**src/logic/i2cs_pkg.sv**
```systemverilog
`default_nettype none
package i2cs_pkg;
    // seven-bit slave addresses; write byte = addr<<1, read byte = addr<<1 | 1
    localparam logic [6:0] ADDR_DEFAULT   = 7'h21;
    localparam logic [6:0] ADDR_ALTERNATE = 7'h20;
    // subaddress map
    localparam logic [7:0] SUB_REVISION   = 8'h00;
    localparam logic [7:0] SUB_DEC_ST_LO  = 8'h1E;
    localparam logic [7:0] SUB_DEC_ST_HI  = 8'h1F;
    localparam logic [7:0] SUB_SLC_ST_LO  = 8'h60;
    localparam logic [7:0] SUB_SLC_ST_MID = 8'h61;
    localparam logic [7:0] SUB_SLC_ST_HI  = 8'h62;
    localparam logic [7:0] RW_FRONT_LO    = 8'h01;
    localparam logic [7:0] RW_FRONT_HI    = 8'h19;
    localparam logic [7:0] RW_ANA_LO      = 8'h23;
    localparam logic [7:0] RW_ANA_HI      = 8'h25;
    localparam logic [7:0] RW_COMP_LO     = 8'h29;
    localparam logic [7:0] RW_AUDIO_HI    = 8'h3A;
    localparam logic [7:0] RW_SLC_LO      = 8'h40;
    localparam logic [7:0] RW_SLC_HI      = 8'h5E;
    localparam logic [7:0] RW_SCALER_LO   = 8'h80;
    localparam logic [7:0] RW_SCALER_HI   = 8'hEF;
    localparam logic [7:0] RESERVED_READ  = 8'h00;
    // revision nibble: arbitrary value
    localparam logic [3:0] REVISION_ID    = 4'h1;
    localparam logic [2:0] LAST_BIT       = 3'h7;
    // fast mode: half bit period against clock period
    localparam int FAST_BIT_NS    = 2500;
    localparam int CLOCK_NS       = 10;
    localparam int HALF_BIT_CYC   = FAST_BIT_NS / 2 / CLOCK_NS;

    typedef enum logic [2:0] {
        ST_IDLE, ST_ADDR, ST_SUB, ST_WDATA, ST_ACK, ST_RDATA, ST_RACK, ST_RLOAD
    } i2cs_state_t;
endpackage : i2cs_pkg
`default_nettype wire

```
**src/logic/i2cs_slave.sv**
```systemverilog
// Notes on behaviour
// RULE1 - link accepted at fast mode, bit rates up to 400 kbit/s.
// RULE2 - write: start, write address, subaddress, data bytes, stop; all acknowledged.
// RULE3 - write address byte 42h normally, 40h when strap pin is high.
// RULE4 - read address byte 43h normally, 41h when strap pin is high.
// RULE5 - strap pin level selects the alternate address pair.
// RULE6 - combined read: subaddress write, repeated start, read address, master acks, stop.
// RULE7 - subaddress pointer increments after every data byte transferred.
// RULE8 - decoder status bytes 1Eh and 1Fh are read-only.
// RULE9 - slicer status 60h-62h read-only; slicer settings 40h-5Eh read and write.
// RULE10 - 80h to EFh fully readable and writable.
// RULE11 - subaddress 00h returns read-only revision in upper nibble, lower nibble zero.
// RULE12 - reserved subaddresses: writes acknowledged and ignored, reads return zero.
`timescale 1ns/10ps
`default_nettype none
module i2cs_slave
    import i2cs_pkg::*;
(
    input  wire logic        clock,             // system clock, 100 MHz
    input  wire logic        sys_rst,           // async reset, active high
    input  wire logic        scl_in,            // serial clock pin level
    input  wire logic        sda_in,            // serial data pin level
    output logic             sda_out,           // serial data drive level
    output logic             sda_oe,            // high while pulling data low
    input  wire logic        address_strap_pin, // high selects alternate pair
    input  wire logic [15:0] dec_status,        // decoder status, 1Fh:1Eh
    input  wire logic [23:0] slicer_status,     // slicer status, 62h:60h
    input  wire logic [7:0]  cfg_addr,          // device-side settings read address
    output logic      [7:0]  cfg_data           // settings byte at cfg_addr
);

    // ---------- input synchronisers ----------
    logic [2:0] sync1_reg, sync1_next;
    logic [2:0] sync2_reg, sync2_next;
    logic [1:0] last_reg, last_next;

    always_comb begin
        sync1_next = {address_strap_pin, sda_in, scl_in};
        sync2_next = sync1_reg;
        last_next  = sync2_reg[1:0];
    end

    // resets to idle bus levels so no false edge follows reset
    always_ff @(posedge clock or posedge sys_rst) begin
        if (sys_rst) begin
            sync1_reg <= 3'h3;
        end else begin
            sync1_reg <= sync1_next;
        end
    end

    always_ff @(posedge clock or posedge sys_rst) begin
        if (sys_rst) begin
            sync2_reg <= 3'h3;
        end else begin
            sync2_reg <= sync2_next;
        end
    end

    always_ff @(posedge clock or posedge sys_rst) begin
        if (sys_rst) begin
            last_reg <= 2'h3;
        end else begin
            last_reg <= last_next;
        end
    end

    logic scl_s;
    logic sda_s;
    logic strap_s;
    logic scl_rise;
    logic scl_fall;
    logic start_seen;
    logic stop_seen;

    // two-flop delay is far below the half bit period of HALF_BIT_CYC
    always_comb begin
        scl_s      = sync2_reg[0];
        sda_s      = sync2_reg[1];
        strap_s    = sync2_reg[2];
        scl_rise   = scl_s & ~last_reg[0];                  // RULE1
        scl_fall   = ~scl_s & last_reg[0];
        start_seen = scl_s & last_reg[0] & ~sda_s & last_reg[1];
        stop_seen  = scl_s & last_reg[0] & sda_s & ~last_reg[1];
    end

    i2cs_state_t state_reg, state_next;
    i2cs_state_t after_reg, after_next;
    logic [2:0]  bit_reg, bit_next;
    logic [7:0]  shift_reg, shift_next;
    logic [7:0]  ptr_reg, ptr_next;
    logic        oe_reg, oe_next;
    logic [7:0]  rx_byte;
    logic [7:0]  rd_byte;
    logic [6:0]  my_addr;

    // ---------- register storage ----------
    function automatic logic is_writable(input logic [7:0] a);
        is_writable = (a >= RW_FRONT_LO && a <= RW_FRONT_HI)    // RULE8
                   || (a >= RW_ANA_LO && a <= RW_ANA_HI)
                   || (a >= RW_COMP_LO && a <= RW_AUDIO_HI)
                   || (a >= RW_SLC_LO && a <= RW_SLC_HI)        // RULE9
                   || (a >= RW_SCALER_LO && a <= RW_SCALER_HI); // RULE10
    endfunction : is_writable

    logic [7:0] mem [0:255];
    logic       mem_we;
    logic [7:0] mem_wd;
    logic [7:0] cfg_data_reg, cfg_data_next;

    // storage has no reset; contents undefined until written
    always_ff @(posedge clock) begin
        if (mem_we) begin
            mem[ptr_reg] <= mem_wd;
        end
    end

    // device-side port: only stored settings, everything else reads zero
    always_comb begin
        cfg_data_next = is_writable(cfg_addr) ? mem[cfg_addr] : RESERVED_READ;
    end

    always_ff @(posedge clock or posedge sys_rst) begin
        if (sys_rst) begin
            cfg_data_reg <= 8'h00;
        end else begin
            cfg_data_reg <= cfg_data_next;
        end
    end

    // ---------- link state machine ----------

    always_comb begin
        unique case (ptr_reg)
            SUB_REVISION:   rd_byte = {REVISION_ID, 4'h0};       // RULE11
            SUB_DEC_ST_LO:  rd_byte = dec_status[7:0];           // RULE8
            SUB_DEC_ST_HI:  rd_byte = dec_status[15:8];
            SUB_SLC_ST_LO:  rd_byte = slicer_status[7:0];        // RULE9
            SUB_SLC_ST_MID: rd_byte = slicer_status[15:8];
            SUB_SLC_ST_HI:  rd_byte = slicer_status[23:16];
            default:        rd_byte = is_writable(ptr_reg) ? mem[ptr_reg] : RESERVED_READ; // RULE12
        endcase
    end

    always_comb begin
        rx_byte = {shift_reg[6:0], sda_s};
        my_addr = strap_s ? ADDR_ALTERNATE : ADDR_DEFAULT;       // RULE5
    end

    // start and stop override every state
    always_comb begin
        state_next = state_reg;
        after_next = after_reg;
        bit_next   = bit_reg;
        shift_next = shift_reg;
        ptr_next   = ptr_reg;
        oe_next    = oe_reg;
        mem_we     = 1'b0;
        mem_wd     = rx_byte;
        if (start_seen) begin
            state_next = ST_ADDR;                                // RULE6
            bit_next   = 3'h0;
            oe_next    = 1'b0;
        end else if (stop_seen) begin
            state_next = ST_IDLE;
            oe_next    = 1'b0;
        end else begin
            unique case (state_reg)
                ST_IDLE: begin
                    oe_next = 1'b0;
                end
                ST_ADDR, ST_SUB, ST_WDATA: begin
                    if (scl_rise) begin
                        shift_next = rx_byte;
                        bit_next   = bit_reg + 3'h1;
                        if (bit_reg == LAST_BIT) begin
                            state_next = ST_ACK;                 // RULE2
                            unique case (state_reg)
                                ST_ADDR: begin
                                    if (rx_byte[7:1] != my_addr) begin
                                        state_next = ST_IDLE;    // RULE3 RULE4
                                    end
                                    after_next = rx_byte[0] ? ST_RDATA : ST_SUB;
                                end
                                ST_SUB: begin
                                    ptr_next   = rx_byte;
                                    after_next = ST_WDATA;
                                end
                                default: begin
                                    mem_we     = is_writable(ptr_reg); // RULE8 RULE9 RULE10 RULE12
                                    ptr_next   = ptr_reg + 8'h01;      // RULE7
                                    after_next = ST_WDATA;
                                end
                            endcase
                        end
                    end
                end
                ST_ACK: begin
                    if (scl_fall) begin
                        if (!oe_reg) begin
                            oe_next = 1'b1;                      // RULE2
                        end else begin
                            state_next = after_reg;
                            bit_next   = 3'h0;
                            oe_next    = 1'b0;
                            if (after_reg == ST_RDATA) begin
                                shift_next = rd_byte;
                                oe_next    = ~rd_byte[7];
                            end
                        end
                    end
                end
                ST_RDATA: begin
                    if (scl_fall) begin
                        if (bit_reg == LAST_BIT) begin
                            oe_next    = 1'b0;
                            state_next = ST_RACK;
                            ptr_next   = ptr_reg + 8'h01;        // RULE7
                        end else begin
                            bit_next   = bit_reg + 3'h1;
                            shift_next = {shift_reg[6:0], 1'b0};
                            oe_next    = ~shift_reg[6];
                        end
                    end
                end
                ST_RACK: begin
                    if (scl_rise) begin
                        state_next = sda_s ? ST_IDLE : ST_RLOAD; // RULE6
                    end
                end
                ST_RLOAD: begin
                    if (scl_fall) begin
                        state_next = ST_RDATA;
                        bit_next   = 3'h0;
                        shift_next = rd_byte;
                        oe_next    = ~rd_byte[7];
                    end
                end
            endcase
        end
    end

    // pointer survives start and stop; only reset clears it
    always_ff @(posedge clock or posedge sys_rst) begin
        if (sys_rst) begin
            state_reg <= ST_IDLE;
        end else begin
            state_reg <= state_next;
        end
    end

    always_ff @(posedge clock or posedge sys_rst) begin
        if (sys_rst) begin
            after_reg <= ST_SUB;
        end else begin
            after_reg <= after_next;
        end
    end

    always_ff @(posedge clock or posedge sys_rst) begin
        if (sys_rst) begin
            bit_reg <= 3'h0;
        end else begin
            bit_reg <= bit_next;
        end
    end

    always_ff @(posedge clock or posedge sys_rst) begin
        if (sys_rst) begin
            shift_reg <= 8'h00;
        end else begin
            shift_reg <= shift_next;
        end
    end

    always_ff @(posedge clock or posedge sys_rst) begin
        if (sys_rst) begin
            ptr_reg <= 8'h00;
        end else begin
            ptr_reg <= ptr_next;
        end
    end

    always_ff @(posedge clock or posedge sys_rst) begin
        if (sys_rst) begin
            oe_reg <= 1'b0;
        end else begin
            oe_reg <= oe_next;
        end
    end

    // open drain: only ever pull low
    assign sda_out  = 1'b0;
    assign sda_oe   = oe_reg;
    assign cfg_data = cfg_data_reg;

endmodule : i2cs_slave
`default_nettype wire

```
**config.mk**
```make
export PLATFORM = sky130hd
export DESIGN_NAME = i2cs_slave
export DESIGN_NICKNAME = d
export VERILOG_FILES = /design/src/logic/i2cs_pkg.sv /design/src/logic/i2cs_slave.sv
export SDC_FILE = /design/constraint.sdc
export NUM_CORES = 2
export LEC_CHECK = 0
export BUFFER_PORTS_ARGS = -buffer_cell sky130_fd_sc_hd__buf_2
export CAP_MARGIN = 20
export CORE_MARGIN = 3
export CORE_UTILIZATION = 36
export DETAILED_ROUTE_END_ITERATION = 12
export SETUP_SLACK_MARGIN = 0.02
export SLEW_MARGIN = 25
export SYNTH_ARGS = -nofsm -noshare
export SYNTH_HDL_FRONTEND = slang
export SYNTH_SLANG_ARGS = --single-unit
```
**constraint.sdc**
```tcl
create_clock -name clock -period 4.8 [get_ports clock]
set_input_delay 0.96 -clock clock [delete_from_list [all_inputs] [get_ports clock]]
set_output_delay 0.96 -clock clock [all_outputs]
set_load 0.02 [all_outputs]
```
# == Yosys cells after proc, flatten, opt, wreduce, memory -nomap -nowiden ==
# Memory sizes are Yosys's and may differ from the RTL's.
# Cells that the tools add are included.
# op_classes
n_eq_ne,40
bitwise_logic,15
n_reduce_logical,33
mux,60
add_sub_neg,2
order_cmp,20
# ops
op,n
3-bit two-way mux,23
7-bit two-way mux,7
8-bit two-way mux,6
8-bit one-hot mux with 6 select lines,1
8-bit by 6-bit >= comparator with 1-bit output (second input constant),4
8-bit by 6-bit less-or-equal comparator with 1-bit output (second input constant),4
4-bit inequality test (second input constant),8
8-bit one-hot mux with 2 select lines,2
7-bit one-hot mux with 4 select lines,1
8-bit by 7-bit == test with 1-bit output (second input constant),3
2-bit inequality test (second input constant),11
3-bit == test (second input constant),6
3-bit inequality test (second input constant),6
1-bit two-way mux,17
8-bit by 5-bit == test with 1-bit output (second input constant),2
8-bit by 1-bit >= comparator with 1-bit output (second input constant),2
8-bit by 7-bit >= comparator with 1-bit output (second input constant),2
8-bit >= comparator (second input constant),2
8-bit by 5-bit less-or-equal comparator with 1-bit output (second input constant),2
8-bit by 7-bit less-or-equal comparator with 1-bit output (second input constant),2
8-bit less-or-equal comparator (second input constant),2
8-bit AND reduction,2
3-bit one-hot mux with 5 select lines,1
3-bit one-hot mux with 4 select lines,1
23 further kinds,53
# word_totals
output_inout_bits,10
reg_bits,41
ramBits,2048
memories,1
input_bits,53
# memory_table
name,depth,width,rd,rd_clocked_by_memory_dff,write_ports,line,source
mem,256,8,2,0,1,i2cs_slave.sv:106,logic [7:0] mem [0:255];

# == Longest topological paths before layout ==
# logic_depth
word_depth,15
mapped_depth,16
depth_no_buf,9

# == Worst setup path after synthesis ==
# Ideal clock, no wire load.
# synth_timing
kind,register -> register
from,register shift_reg[5]
to,register state_reg[2]
setup_ns,0.072
t_arrival_ns,4.582
path_stages_with_launch,7
required_ns,4.728
slack_ns,0.146
cell_sequence,dfrtp_1 > or4b_2 > o41ai_1 > o22ai_1 > o21ai_0 > mux2i_1 > nor2_1
# synth_between
elab_chain_len,8
# synth_lines
item,line,source
from (decl),i2cs_slave.sv:90,"logic [7:0] shift_reg, shift_next;"
from (signal assigned),i2cs_slave.sv:272,shift_reg <= shift_next;
7-bit by 6-bit inequality test with 1-bit output,i2cs_slave.sv:180,if (rx_byte[7:1] != my_addr) begin
3-bit two-way mux,i2cs_slave.sv:180,
3-bit two-way mux,i2cs_slave.sv:178,unique case (state_reg)
3-bit two-way mux,i2cs_slave.sv:176,if (bit_reg == LAST_BIT) begin
3-bit two-way mux,i2cs_slave.sv:173,if (scl_rise) begin
3-bit one-hot mux with 5 select lines,i2cs_slave.sv:168,unique case (state_reg)
3-bit two-way mux,i2cs_slave.sv:164,end else if (stop_seen) begin
3-bit two-way mux,i2cs_slave.sv:160,if (start_seen) begin
to (signal assigned),i2cs_slave.sv:248,state_reg <= state_next;
to (decl),i2cs_slave.sv:87,"i2cs_state_t state_reg, state_next;"
# No other way between the ends. The select of a mux whose other input is x is not followed.
# A chain may end at the register's enable or synchronous reset.

# == Worst setup path after layout ==
# layout_timing
from,register ptr_reg[1]
to,register shift_reg[4]
# layout_between
elab_chain_len,12
# layout_lines
item,line,source
from (decl),i2cs_slave.sv:91,"logic [7:0] ptr_reg, ptr_next;"
from (signal assigned),i2cs_slave.sv:280,ptr_reg <= ptr_next;
branches (longest 7 deep; another with memory 256 x 8 bit),n/a,
8-bit one-hot mux with 6 select lines *,i2cs_slave.sv:134,unique case (ptr_reg)
7-bit two-way mux,i2cs_slave.sv:206,if (after_reg == ST_RDATA) begin
7-bit two-way mux,i2cs_slave.sv:200,if (!oe_reg) begin
7-bit two-way mux,i2cs_slave.sv:199,if (scl_fall) begin
7-bit one-hot mux with 4 select lines *,i2cs_slave.sv:168,
# Mark *: on every way between the ends. The select of a mux whose other input is x is not followed.

==> metrics.cfg <==
[status]
status=finished clean

[sta]
fin_setup_tns_ps=0
fin_crit_sh_pct=90.2
setup_viol=0
rsz0062_at_grt=false
worstMarginPinSlew_ps=1200
clock.fmax_mhz=231
maxSlewHeadroom_pct=19.6
hold_viol=0
finClkSkew_ps=49.1
drv_slew=0
min_period_ps=4330
worst_hold_slack_ps=182

[yosys]
synth_cell_types=86
synth_xor_area_share_pct=0.0181
synth-edff-count=2032
syn_area_sq_um=96700
postSynthCellCount=4966
yosys.area_share.simple_pct=3.29
synth-seq-cells=2073
ys.flop_type=edfxtp_1
synthArstFlopShare_pct=1.98
synth-compound-area-share_pct=4.25
synth_top_family_by_area=multiplexers
muxShareOfSynthArea_pct=25.8
avgSynthCellArea_sq_um=19.5
ys_seq_area_share_pct=64.2
ys_warn_count=0
synthAdderAreaFrac_pct=0.0906

[clock_tree]
clockBufferDepth=3
numCtsBuffers=215
clk_pin_slew_ps=70
clk_latency_ps=890
cts_tree=yes
post_cts_resized=0
post_cts_buffers=0
clock-sinks=2073
cts_hold_buf=0
cts_htree_levels=4
root_buffer=clkbuf_16

[grt]
grt_max_degree=211
grt_use_total_pct=24.1
first_global_vias=57625
grt_pass1_wl_mm=463
antenna_found_initial=23
grt.overflow.total=0

[min_path]
whs_path_depth=1
hp-start=sda_in
min_to=sync1_reg[1]$_DFF_PP1_
min_path_type=in -> reg

[floorplan]
start_util_pct=36.3
std_cell_rows=189
core_sq_um=266000
chipHeight_microns=524
die_w_microns=524
dieArea_sq_um=275000
io_pins=63

[power_and_ir_drop]
ir_drop_mv=0.419
leakage_nw=35.1
p_per_area_nw_per_um2=415

[critical_path]
critPathCaptureType=register
crit_required_ps=5560
cp_data_arrival_time_ps=5090
r2r_slack_ps=470
r2r-end=shift_reg[4]$_DFFE_PP0P_
reg2reg_from=ptr_reg[1]$_DFFE_PP0P_
worstSetupPathType=reg -> reg
crit_start=ptr_reg[1]$_DFFE_PP0P_
rr_worst_depth=9
crit_fanout=70
worst_setup_path_start_kind=register

[routing]
drtPass1Iterations=8
ant_nets=0
dr_total_vias=58286
drtIter0Drc=9240
wl_per_cell_microns=35.9
viasPerCell=6.26
drc_errors=0
drt_wl_total_mm=335

[cells_and_area]
syn_to_final_growth_pct=15.4
fin_nets=5646
largest_reg_flops=2032
final_area_sq_um=112000
drive_gt1_share_pct=33.0

[placed_design]
io_buffers=61
routabilityCongestion=0.991
placed_cell_area_sq_um=104000
hpwl_mm=224

[flow_run]
max_cap_violations=0

## cells by family (layout without fill, tap and decap cells)
logic type,Yosys count,count (layout)
buf+inv,436,810
compound gates,588,588
other cells,1,445
mux,1180,1180
fa+ha+maj,7,7
xor+xnor,2,2
flops,2073,2073
simple gates,679,679
## cells in the mapped netlist, types with 7 or more instances
| master | number | share of area, % |
|---|---|---|
| ha_1 | 7 | 0.091 |
| buf_2 | 115 | 0.60 |
| o31ai_1 | 9 | 0.070 |
| and2_1 | 12 | 0.078 |
| a221oi_1 | 57 | 0.52 |
| o21ai_0 | 83 | 0.43 |
| dfrtp_1 | 34 | 0.88 |
| mux2i_1 | 120 | 1.2 |
| buf_1 | 28 | 0.11 |
| or4_1 | 12 | 0.093 |
| clkbuf_1 | 163 | 0.63 |
| buf_6 | 19 | 0.22 |
| edfxtp_1 | 2032 | 63 |
| o22a_1 | 8 | 0.072 |
| a22oi_1 | 106 | 0.82 |
| nand2b_1 | 15 | 0.097 |
| a31oi_1 | 21 | 0.14 |
| a2111oi_0 | 9 | 0.082 |
| o22ai_1 | 66 | 0.43 |
| nand2_1 | 140 | 0.54 |
| a22o_1 | 41 | 0.37 |
| nor2b_1 | 20 | 0.13 |
| nor4_1 | 20 | 0.13 |
| nand3_1 | 30 | 0.16 |
| nor3_1 | 53 | 0.27 |
| nor2_1 | 291 | 1.1 |
| a32oi_1 | 8 | 0.072 |
| a21oi_1 | 93 | 0.48 |
| mux4_2 | 1031 | 24 |
| buf_4 | 97 | 0.75 |
| and3_1 | 18 | 0.12 |
| a211oi_1 | 12 | 0.093 |
| dfstp_2 | 7 | 0.19 |
| nand4_1 | 19 | 0.12 |
| mux4_1 | 11 | 0.30 |
| mux2_2 | 18 | 0.21 |
## layer usage
layer / global-route usage [%] / wire length [microns] / up-vias
met1: 31.9 / 123000 / 31067
met2: 36.3 / 151000 / 4070
li1: - / - / 22352
met3: 7.58 / 41600 / 789
met5: 0 / 94 / -
met4: 11.4 / 18600 / 8
## how the worst max path moves through the flow
stage | to | slack, ps | depth (start not counted)
2_1_floorplan | state_reg[2]$_DFFE_PP0P_ | 150 | 6
6_report | shift_reg[4]$_DFFE_PP0P_ | 470 | 9
5_1_grt | shift_reg[1]$_DFFE_PP0P_ | 520 | 11
3_5_place_dp | cfg_data[6]$_DFF_PP0_ | 530 | 9
3_3_place_gp | cfg_data[6]$_DFF_PP0_ | 520 | 9
4_1_cts | shift_reg[0]$_DFFE_PP0P_ | 690 | 8
## layout by cell type, fill, tap and decap left out, types with 10 or more instances in the layout
cell,n
a21oi_1,93
buf_4,278
nand2b_1,15
a221oi_1,57
nor2_1,206
clkbuf_1,30
and2_1,10
mux4_2,1031
dfrtp_4,12
clkinv_1,51
buf_2,59
bufinv_16,28
nor2_2,83
a22o_1,41
mux2i_1,119
or4_1,12
clkbuf_16,219
clkinv_2,46
dfrtp_1,21
nor4_1,19
conb_1,433
nor2b_1,14
a22oi_1,106
diode_2,12
a211oi_1,11
nand3_1,30
mux4_1,11
edfxtp_1,2032
mux2_2,18
nand4_1,19
o22ai_1,66
and3_1,18
buf_12,54
nor3_1,53
o21ai_0,82
a31oi_1,21
nand2_1,140
## per-stage QoR
step	util, %	std cells	power [mW]	setup slack (ps)
4_1_cts	41.9	9301	46.5	692
2_1_floorplan	-	5398	27.3	146
3_5_place_dp	39.1	8898	29.4	528
6_report	41.9	9317	46.4	468
5_1_grt	41.9	9307	47.7	524
3_3_place_gp	39.1	8898	29.1	518
## critical path, cell delays in order (launching register included)
cell	delay [ps]
dfrtp_4	430
buf_12	290
buf_12	460
buf_4	390
mux4_2	340
mux2i_1	650
a22oi_1	260
a31oi_1	720
o21a_1	430
o31ai_1	100
## power breakdown
part	internal, mW	switching (mW)	total (mW)
clock network	9.94	7.33	17.3
logic	1.49	3.37	4.86
registers	23.3	0.964	24.2
## area by class of cell
type / count / area, sq um
antenna: 12 / 30.0
inverter: 10 / 42.5
multi-input combinational: 2889 / 34200
tap: 3533 / 4420
sequential: 2073 / 62100
fill: 23445 / 155000
clock inverter: 149 / 1580
timing repair buffer: 397 / 3550
clock buffer: 254 / 5660
Power figures use the tool's default switching activity.
